## src/tbk_pkg.sv

```systemverilog
package tbk_pkg;
	localparam int TBK_NUM_TIMERS = 4;
	localparam int TBK_CNT_W = 24;
	localparam int TBK_ADDR_W = 8;
	// Per-timer register layout: load, current, control, clear, status
	localparam logic [7:0] TBK_TIMER_BASE = 8'h00;
	localparam logic [7:0] TBK_TIMER_STRIDE = 8'h14;
	localparam logic [7:0] TBK_OFS_LOAD = 8'h00;
	localparam logic [7:0] TBK_OFS_CUR = 8'h04;
	localparam logic [7:0] TBK_OFS_CTRL = 8'h08;
	localparam logic [7:0] TBK_OFS_CLR = 8'h0c;
	localparam logic [7:0] TBK_OFS_STAT = 8'h10;
	// Fourth timer's registers as a check of the layout
	localparam logic [7:0] TBK_ADDR_T4_CLR = 8'h48;
	localparam logic [7:0] TBK_ADDR_T4_STAT = 8'h4c;
	// Bank-wide registers
	localparam logic [7:0] TBK_ADDR_MASKED = 8'ha0;
	localparam logic [7:0] TBK_ADDR_CLR_ALL = 8'ha4;
	localparam logic [7:0] TBK_ADDR_RAW = 8'ha8;
	localparam logic [7:0] TBK_ADDR_REV = 8'hac;
	// Control fields
	localparam int TBK_CTRL_EN = 0;
	localparam int TBK_CTRL_MODE = 1;
	localparam int TBK_CTRL_MASK = 2;
	localparam logic [2:0] TBK_CTRL_RST = 3'h0;
	localparam logic [23:0] TBK_LOAD_RST = 24'h000000;
	localparam logic [23:0] TBK_CNT_MAX = 24'hffffff;
	// Revision value is arbitrary
	localparam logic [31:0] TBK_REV_DEFAULT = 32'h00010000;

	typedef enum logic [1:0] {
		TBK_ST_IDLE = 2'b01,
		TBK_ST_RESP = 2'b10
	} tbk_bus_st_t;
endpackage

```

## src/tbk_timer_bank.sv

```systemverilog
// Overview of operation
// - Control bit 2 set hides the timer's interrupt from masked status and output.
// - Control bit 1 selects free-running (0) or user-defined count (1) mode.
// - Control bit 0 enables the timer; all control bits reset to zero.
// - Reading a timer's clear register returns zero and clears its interrupt.
// - Status register bit 0 reports that timer's interrupt state, read-only.
// - Bank masked status bits 3:0 show each timer's interrupt after masking.
// - A masked status bit is one when the masked interrupt is active.
// - Reading the bank clear register returns zero and clears all interrupts.
// - Bank raw status bits 3:0 show each interrupt regardless of mask.
// - A read-only 32-bit register returns the bank revision; writes ignored.
// - Each timer has a 24-bit writable load value; upper bits read zero.
// - Each timer's live 24-bit count is readable in its current-value register.
`timescale 1ns/10ps
module tbk_timer_bank
	import tbk_pkg::*;
#(
	parameter int NUM_TIMERS = TBK_NUM_TIMERS,
	parameter logic [31:0] REVISION = TBK_REV_DEFAULT
) (
	// Clock and reset
	input wire logic i_clk,
	input wire logic i_rst_n,
	// Avalon-MM slave
	input wire logic [TBK_ADDR_W-1:0] i_address,
	input wire logic i_read,
	input wire logic i_write,
	input wire logic [31:0] i_writedata,
	input wire logic [3:0] i_byteenable,
	output logic [31:0] o_readdata,
	output logic o_waitrequest,
	// Interrupts
	output logic [NUM_TIMERS-1:0] o_timer_irq,
	output logic o_irq
);

	typedef struct packed {
		tbk_bus_st_t st;
		logic [31:0] rdata;
		logic [NUM_TIMERS-1:0][TBK_CNT_W-1:0] load;
		logic [NUM_TIMERS-1:0][TBK_CNT_W-1:0] cnt;
		logic [NUM_TIMERS-1:0][2:0] ctrl;
		logic [NUM_TIMERS-1:0] pend;
		logic [NUM_TIMERS-1:0] irq;
		logic irq_any;
	} tbk_state_t;

	tbk_state_t s_reg;
	tbk_state_t s_next;

	// Merge a write into a register under byte enables
	function automatic logic [31:0] tbk_merge(input logic [31:0] old, input logic [31:0] wd,
		input logic [3:0] be);
		logic [31:0] r;
		r = old;
		for (int b = 0; b < 4; b++) begin
			if (be[b]) begin
				r[8*b +: 8] = wd[8*b +: 8];
			end
		end
		return r;
	endfunction

	// Address of a per-timer register
	function automatic logic [7:0] tbk_taddr(input int t, input logic [7:0] ofs);
		return 8'(TBK_TIMER_BASE + 8'(t) * TBK_TIMER_STRIDE + ofs);
	endfunction

	logic [NUM_TIMERS-1:0] masked;
	logic [NUM_TIMERS-1:0] zero_hit;
	logic take;

	always_comb begin
		for (int t = 0; t < NUM_TIMERS; t++) begin
			masked[t] = s_reg.pend[t] & ~s_reg.ctrl[t][TBK_CTRL_MASK];
			zero_hit[t] = s_reg.ctrl[t][TBK_CTRL_EN] && (s_reg.cnt[t] == '0);
		end
	end

	assign take = (s_reg.st == TBK_ST_IDLE) && (i_read || i_write);

	always_comb begin
		logic [31:0] rd;
		logic [31:0] w;
		logic [NUM_TIMERS-1:0] clr;
		rd = 32'h00000000;
		w = 32'h00000000;
		clr = '0;
		s_next = s_reg;
		// Read decode and read side effects
		if (take && i_read) begin
			for (int t = 0; t < NUM_TIMERS; t++) begin
				if (i_address == tbk_taddr(t, TBK_OFS_LOAD)) begin
					rd = {8'h00, s_reg.load[t]};
				end
				if (i_address == tbk_taddr(t, TBK_OFS_CUR)) begin
					rd = {8'h00, s_reg.cnt[t]};
				end
				if (i_address == tbk_taddr(t, TBK_OFS_CTRL)) begin
					rd = {29'h0, s_reg.ctrl[t]};
				end
				if (i_address == tbk_taddr(t, TBK_OFS_CLR)) begin
					clr[t] = 1'b1;
				end
				if (i_address == tbk_taddr(t, TBK_OFS_STAT)) begin
					rd = {31'h0, s_reg.pend[t]};
				end
			end
			unique case (i_address)
				TBK_ADDR_MASKED: rd = 32'(masked);
				TBK_ADDR_CLR_ALL: clr = '1;
				TBK_ADDR_RAW: rd = 32'(s_reg.pend);
				TBK_ADDR_REV: rd = REVISION;
				default: ;
			endcase
		end
		// Writes; revision and status registers ignore writes
		if (take && i_write) begin
			for (int t = 0; t < NUM_TIMERS; t++) begin
				if (i_address == tbk_taddr(t, TBK_OFS_LOAD)) begin
					w = tbk_merge({8'h00, s_reg.load[t]}, i_writedata, i_byteenable);
					s_next.load[t] = w[TBK_CNT_W-1:0];
				end
				if (i_address == tbk_taddr(t, TBK_OFS_CTRL)) begin
					w = tbk_merge({29'h0, s_reg.ctrl[t]}, i_writedata, i_byteenable);
					s_next.ctrl[t] = w[2:0];
				end
			end
		end
		// Counting; a new interrupt wins over a clear in the same cycle
		for (int t = 0; t < NUM_TIMERS; t++) begin
			if (take && i_write && (i_address == tbk_taddr(t, TBK_OFS_CTRL)) &&
				w[TBK_CTRL_EN] && !s_reg.ctrl[t][TBK_CTRL_EN]) begin
				s_next.cnt[t] = s_reg.load[t];
			end else if (zero_hit[t]) begin
				s_next.cnt[t] = s_reg.ctrl[t][TBK_CTRL_MODE] ? s_reg.load[t] : TBK_CNT_MAX;
			end else if (s_reg.ctrl[t][TBK_CTRL_EN]) begin
				s_next.cnt[t] = s_reg.cnt[t] - 24'h000001;
			end
			s_next.pend[t] = zero_hit[t] | (s_reg.pend[t] & ~clr[t]);
		end
		// Bus answer one cycle after the request is seen
		unique case (s_reg.st)
			TBK_ST_IDLE: begin
				if (take) begin
					s_next.st = TBK_ST_RESP;
					s_next.rdata = rd;
				end
			end
			TBK_ST_RESP: begin
				s_next.st = TBK_ST_IDLE;
			end
			default: s_next.st = TBK_ST_IDLE;
		endcase
		for (int t = 0; t < NUM_TIMERS; t++) begin
			s_next.irq[t] = s_next.pend[t] & ~s_next.ctrl[t][TBK_CTRL_MASK];
		end
		s_next.irq_any = |s_next.irq;
	end

	always_ff @(posedge i_clk) begin
		if (!i_rst_n) begin
			s_reg.st <= TBK_ST_IDLE;
			s_reg.rdata <= 32'h00000000;
			s_reg.load <= {NUM_TIMERS{TBK_LOAD_RST}};
			s_reg.cnt <= {NUM_TIMERS{TBK_LOAD_RST}};
			s_reg.ctrl <= {NUM_TIMERS{TBK_CTRL_RST}};
			s_reg.pend <= '0;
			s_reg.irq <= '0;
			s_reg.irq_any <= 1'b0;
		end else begin
			s_reg <= s_next;
		end
	end

	assign o_waitrequest = (i_read || i_write) && (s_reg.st != TBK_ST_RESP);
	assign o_readdata = s_reg.rdata;
	assign o_timer_irq = s_reg.irq;
	assign o_irq = s_reg.irq_any;

endmodule

```

## config.mk

```make
export PLATFORM = sky130hd
export DESIGN_NAME = tbk_timer_bank
export DESIGN_NICKNAME = d
export VERILOG_FILES = /design/src/tbk_pkg.sv /design/src/tbk_timer_bank.sv
export SDC_FILE = /design/constraint.sdc
export NUM_CORES = 1
export LEC_CHECK = 0
export BUFFER_PORTS_ARGS = -buffer_cell sky130_fd_sc_hd__buf_2
export CAP_MARGIN = 15
export CORE_UTILIZATION = 45
export CTS_CLUSTER_DIAMETER = 50
export DETAILED_ROUTE_END_ITERATION = 10
export PLACE_DENSITY = 0.59
export SYNTH_ARGS = -nofsm -noshare
export SYNTH_HDL_FRONTEND = slang
export SYNTH_SLANG_ARGS = --single-unit
```

## constraint.sdc

```tcl
create_clock -name i_clk -period 3.55 [get_ports i_clk]
set_input_delay 0.1775 -clock i_clk [delete_from_list [all_inputs] [get_ports i_clk]]
set_output_delay 0.1775 -clock i_clk [all_outputs]
set_load 0.05 [all_outputs]
```

==> results.json <==
{
  "p_leak_nw": 5.720,
  "largest_register_ffs": 206,
  "maxSlewViolCount": 0,
  "netlist.area_leader.share": 0.3500,
  "crit_fanout": 11,
  "synthTopCellsByArea": "dfxtp_1, a21oi_1, nor2_1",
  "place_hpwl_mm": 36.01,
  "place_ws_ns": 0.4651,
  "crit_slowest_cell": "or4_1",
  "tightest_slew_ns": 1.070,
  "wl_per_cell_um": 22.54,
  "yosysTopAreaCell": "dfxtp_1",
  "avgViaCountPerCell": 6.301,
  "port_buffers": 68,
  "ys_async_sr_fraction": 0,
  "synth_warnings": 0,
  "clock_skew_ns": 0.02621,
  "path_class": "flop to flop",
  "fin_crit_sh": 0.8751,
  "critical-path-max-stage-delay_ns": 0.57,
  "peakVddDrop_uv": 293.2,
  "clkTransAtPathRegs_ns": 0.05,
  "netlist_instances": 1809,
  "syn_avg_cell_area_um2": 7.558,
  "drtAntennaViolNets": 0,
  "antenna_found_initial": 1,
  "synth_common_cells": "dfxtp_1, nor2_1, a21oi_1",
  "coreArea_um2": 29800,
  "synth.most_common_cell": "dfxtp_1",
  "fin_nets": 1884,
  "place_inst": 2165,
  "pin_count": 86,
  "max-cap-violations": 0,
  "synth_flop_cell": "dfxtp_1",
  "ys_seq_area_frac": 0.3500,
  "grt_overflow": 0,
  "num_rows": 63,
  "arrival_ns": 3.54,
  "finalNonFillerCells": 2249,
  "setup_violations": 0,
  "wl_mm": 50.69,
  "n_fill_cell": 2907,
  "die_x_um": 176.3,
  "vias": 14170,
  "first_iter_violations": 1376,
  "initial_core_util": 0.4588,
  "fmax_ghz": 0.3219,
  "grt_max_degree": 157,
  "cts_tree": "built",
  "cts_buffers": 36,
  "grtUsageTotal": 0.3241,
  "min_period_ns": 3.107,
  "clk_path_buf_depth": 3,
  "drive_gt1_frac": 0.1216,
  "die_y_um": 176.3,
  "grt_pass1_vias": 13150,
  "p_per_area_nw_per_um2": 422.8,
  "clock-sinks": 239,
  "slew_headroom": 0.2836,
  "die_area_um2": 31080,
  "dr.pass1.iters": 5,
  "synth.distinct_cells": 86,
  "synth_edf_count": 0,
  "grt_pass1_wl_mm": 77.11,
  "synthToLayoutAreaGrowth_pct": 14.45,
  "ys_ff_latch": 239,
  "fin_setup_tns_ns": 0,
  "crit_chain": "inv_1 > ha_1 > or3b_1 > or4_1 > nor4_4 > a31oi_1 > nand3_1 > o21ai_0 > a221oi_1",
  "hold_viol": 0,
  "setup.worst_path.start_class": "flop",
  "htreeDepth": 2,
  "final_area_um2": 15650,
  "finalWeightedCongestion": 0.9430,
  "clk-insertion-delay-late_ns": 0.54,
  "antenna_cells": 0,
  "rsz0062_at_grt": "no",
  "route.detailed.drc": 0,
  "min_path_type": "primary input to flop",
  "worstPathRequired_ns": 3.98,
  "cts_resized": 0,
  "placed_area_um2": 14260,
  "end_kind": "flop",
  "cts-root-buf": "clkbuf_16",
  "syn_area_um2": 13670,
  "layout_setup_ws_ns": 0.4433,
  "status": "completed"
}
-- cells in the final DEF, fill, tap and decap left out, types with 8 or more instances in the layout --
cell type | Yosys | layout
and3_1 | 9 | 9
nand3_1 | 71 | 71
a21oi_1 | 197 | 197
nor2_1 | 207 | 206
mux2i_1 | 74 | 74
o21ai_1 | 13 | 13
xor2_1 | 9 | 9
nor3_1 | 49 | 47
a211oi_1 | 31 | 31
a31oi_1 | 21 | 20
xnor2_1 | 26 | 26
and2_1 | 9 | 9
clkbuf_16 | 0 | 37
o211ai_1 | 30 | 30
nand2_1 | 186 | 186
conb_1 | 1 | 8
o21ai_0 | 136 | 136
a22oi_1 | 40 | 40
or4_1 | 18 | 18
or2_2 | 8 | 8
dlygate4sd3_1 | 0 | 19
or3_1 | 17 | 17
clkbuf_1 | 113 | 8
dfxtp_1 | 239 | 239
buf_2 | 12 | 68
buf_4 | 36 | 59
nand2b_1 | 13 | 13
nor4_1 | 30 | 26
inv_1 | 36 | 36
a221oi_1 | 15 | 15
-- through the flow --
step           hold WS (ns)  total power [mW]  utilization
3_3_place_gp         0.4356             3.053       0.4785
2_1_floorplan        0.3135             2.929            -
4_1_cts            0.002450             6.647       0.5252
6_report            0.01703             6.616       0.5252
5_1_grt             0.01172             6.809       0.5252
3_5_place_dp         0.4414             3.054       0.4785
-- per-layer routing --
| layer | share of wire | wire length (µm) | global-route usage | vias up |
|---|---|---|---|---|
| li1 | - | - | - | 6604 |
| met1 | 0.43 | 21590 | 0.4366 | 6776 |
| met2 | 0.45 | 22670 | 0.5087 | 664 |
| met3 | 0.086 | 4382 | 0.05405 | 125 |
| met4 | 0.040 | 2035 | 0.1399 | 2 |
| met5 | 0.00022 | 11 | 0 | - |
-- cell type report --
cell class                      count  area (µm²)  area share
Tap cell                          390       488.0     0.03119
Timing Repair Buffer              148        1013     0.06477
Clock buffer                       48       997.2     0.06373
Inverter                           37       143.9    0.009196
Sequential cell                   239        4785      0.3058
Clock inverter                     17       203.9     0.01303
Multi-Input combinational cell   1370        8016      0.5123
-- worst max-delay path, delay by kind of cell, from the launching register on --
kind | cells | cell delay (ns)
buf+inv | 1 | 0.07
simple gates | 4 | 1.59
flops | 1 | 0.35
compound gates | 3 | 0.82
fa+ha+maj | 1 | 0.18
-- final timing paths --
check | start | to | slack [ns] | cells past startpoint
hold / removal | i_writedata[6] | s_reg[123] | 0.02 | 3
setup / recovery | s_reg[93] | s_reg[95] | 0.44 | 9
setup reg to reg | s_reg[93] | s_reg[95] | 0.44 | 9
hold reg to reg | o_readdata[15] | o_readdata[15] | 0.45 | 2
-- power breakdown --
group          switching (mW)  internal [mW]
registers             0.00404           2.69
clock network            1.38           2.22
logic                   0.246         0.0836
-- repair_timing --
action	CTS	global route
hold endpoints to repair	45	0
hold buffers	19	0
setup buffers	0	0
-- kinds of logic (layout without fill, tap and decap cells) --
logic type / Yosys count / after routing / synth area share
other: 1 / 8 / 0.0002743
AND/OR/NAND/NOR: 673 / 673 / 0.2378
adder cells (fa/ha/maj): 4 / 4 / 0.003661
multiplexers: 78 / 78 / 0.05747
AO/OA/AOI/OAI: 572 / 572 / 0.2590
flip-flops: 239 / 239 / 0.3500
XOR/XNOR: 35 / 35 / 0.02242
buffers and inverters: 207 / 250 / 0.06946
Note: power is estimated with default switching activity, not from simulation.
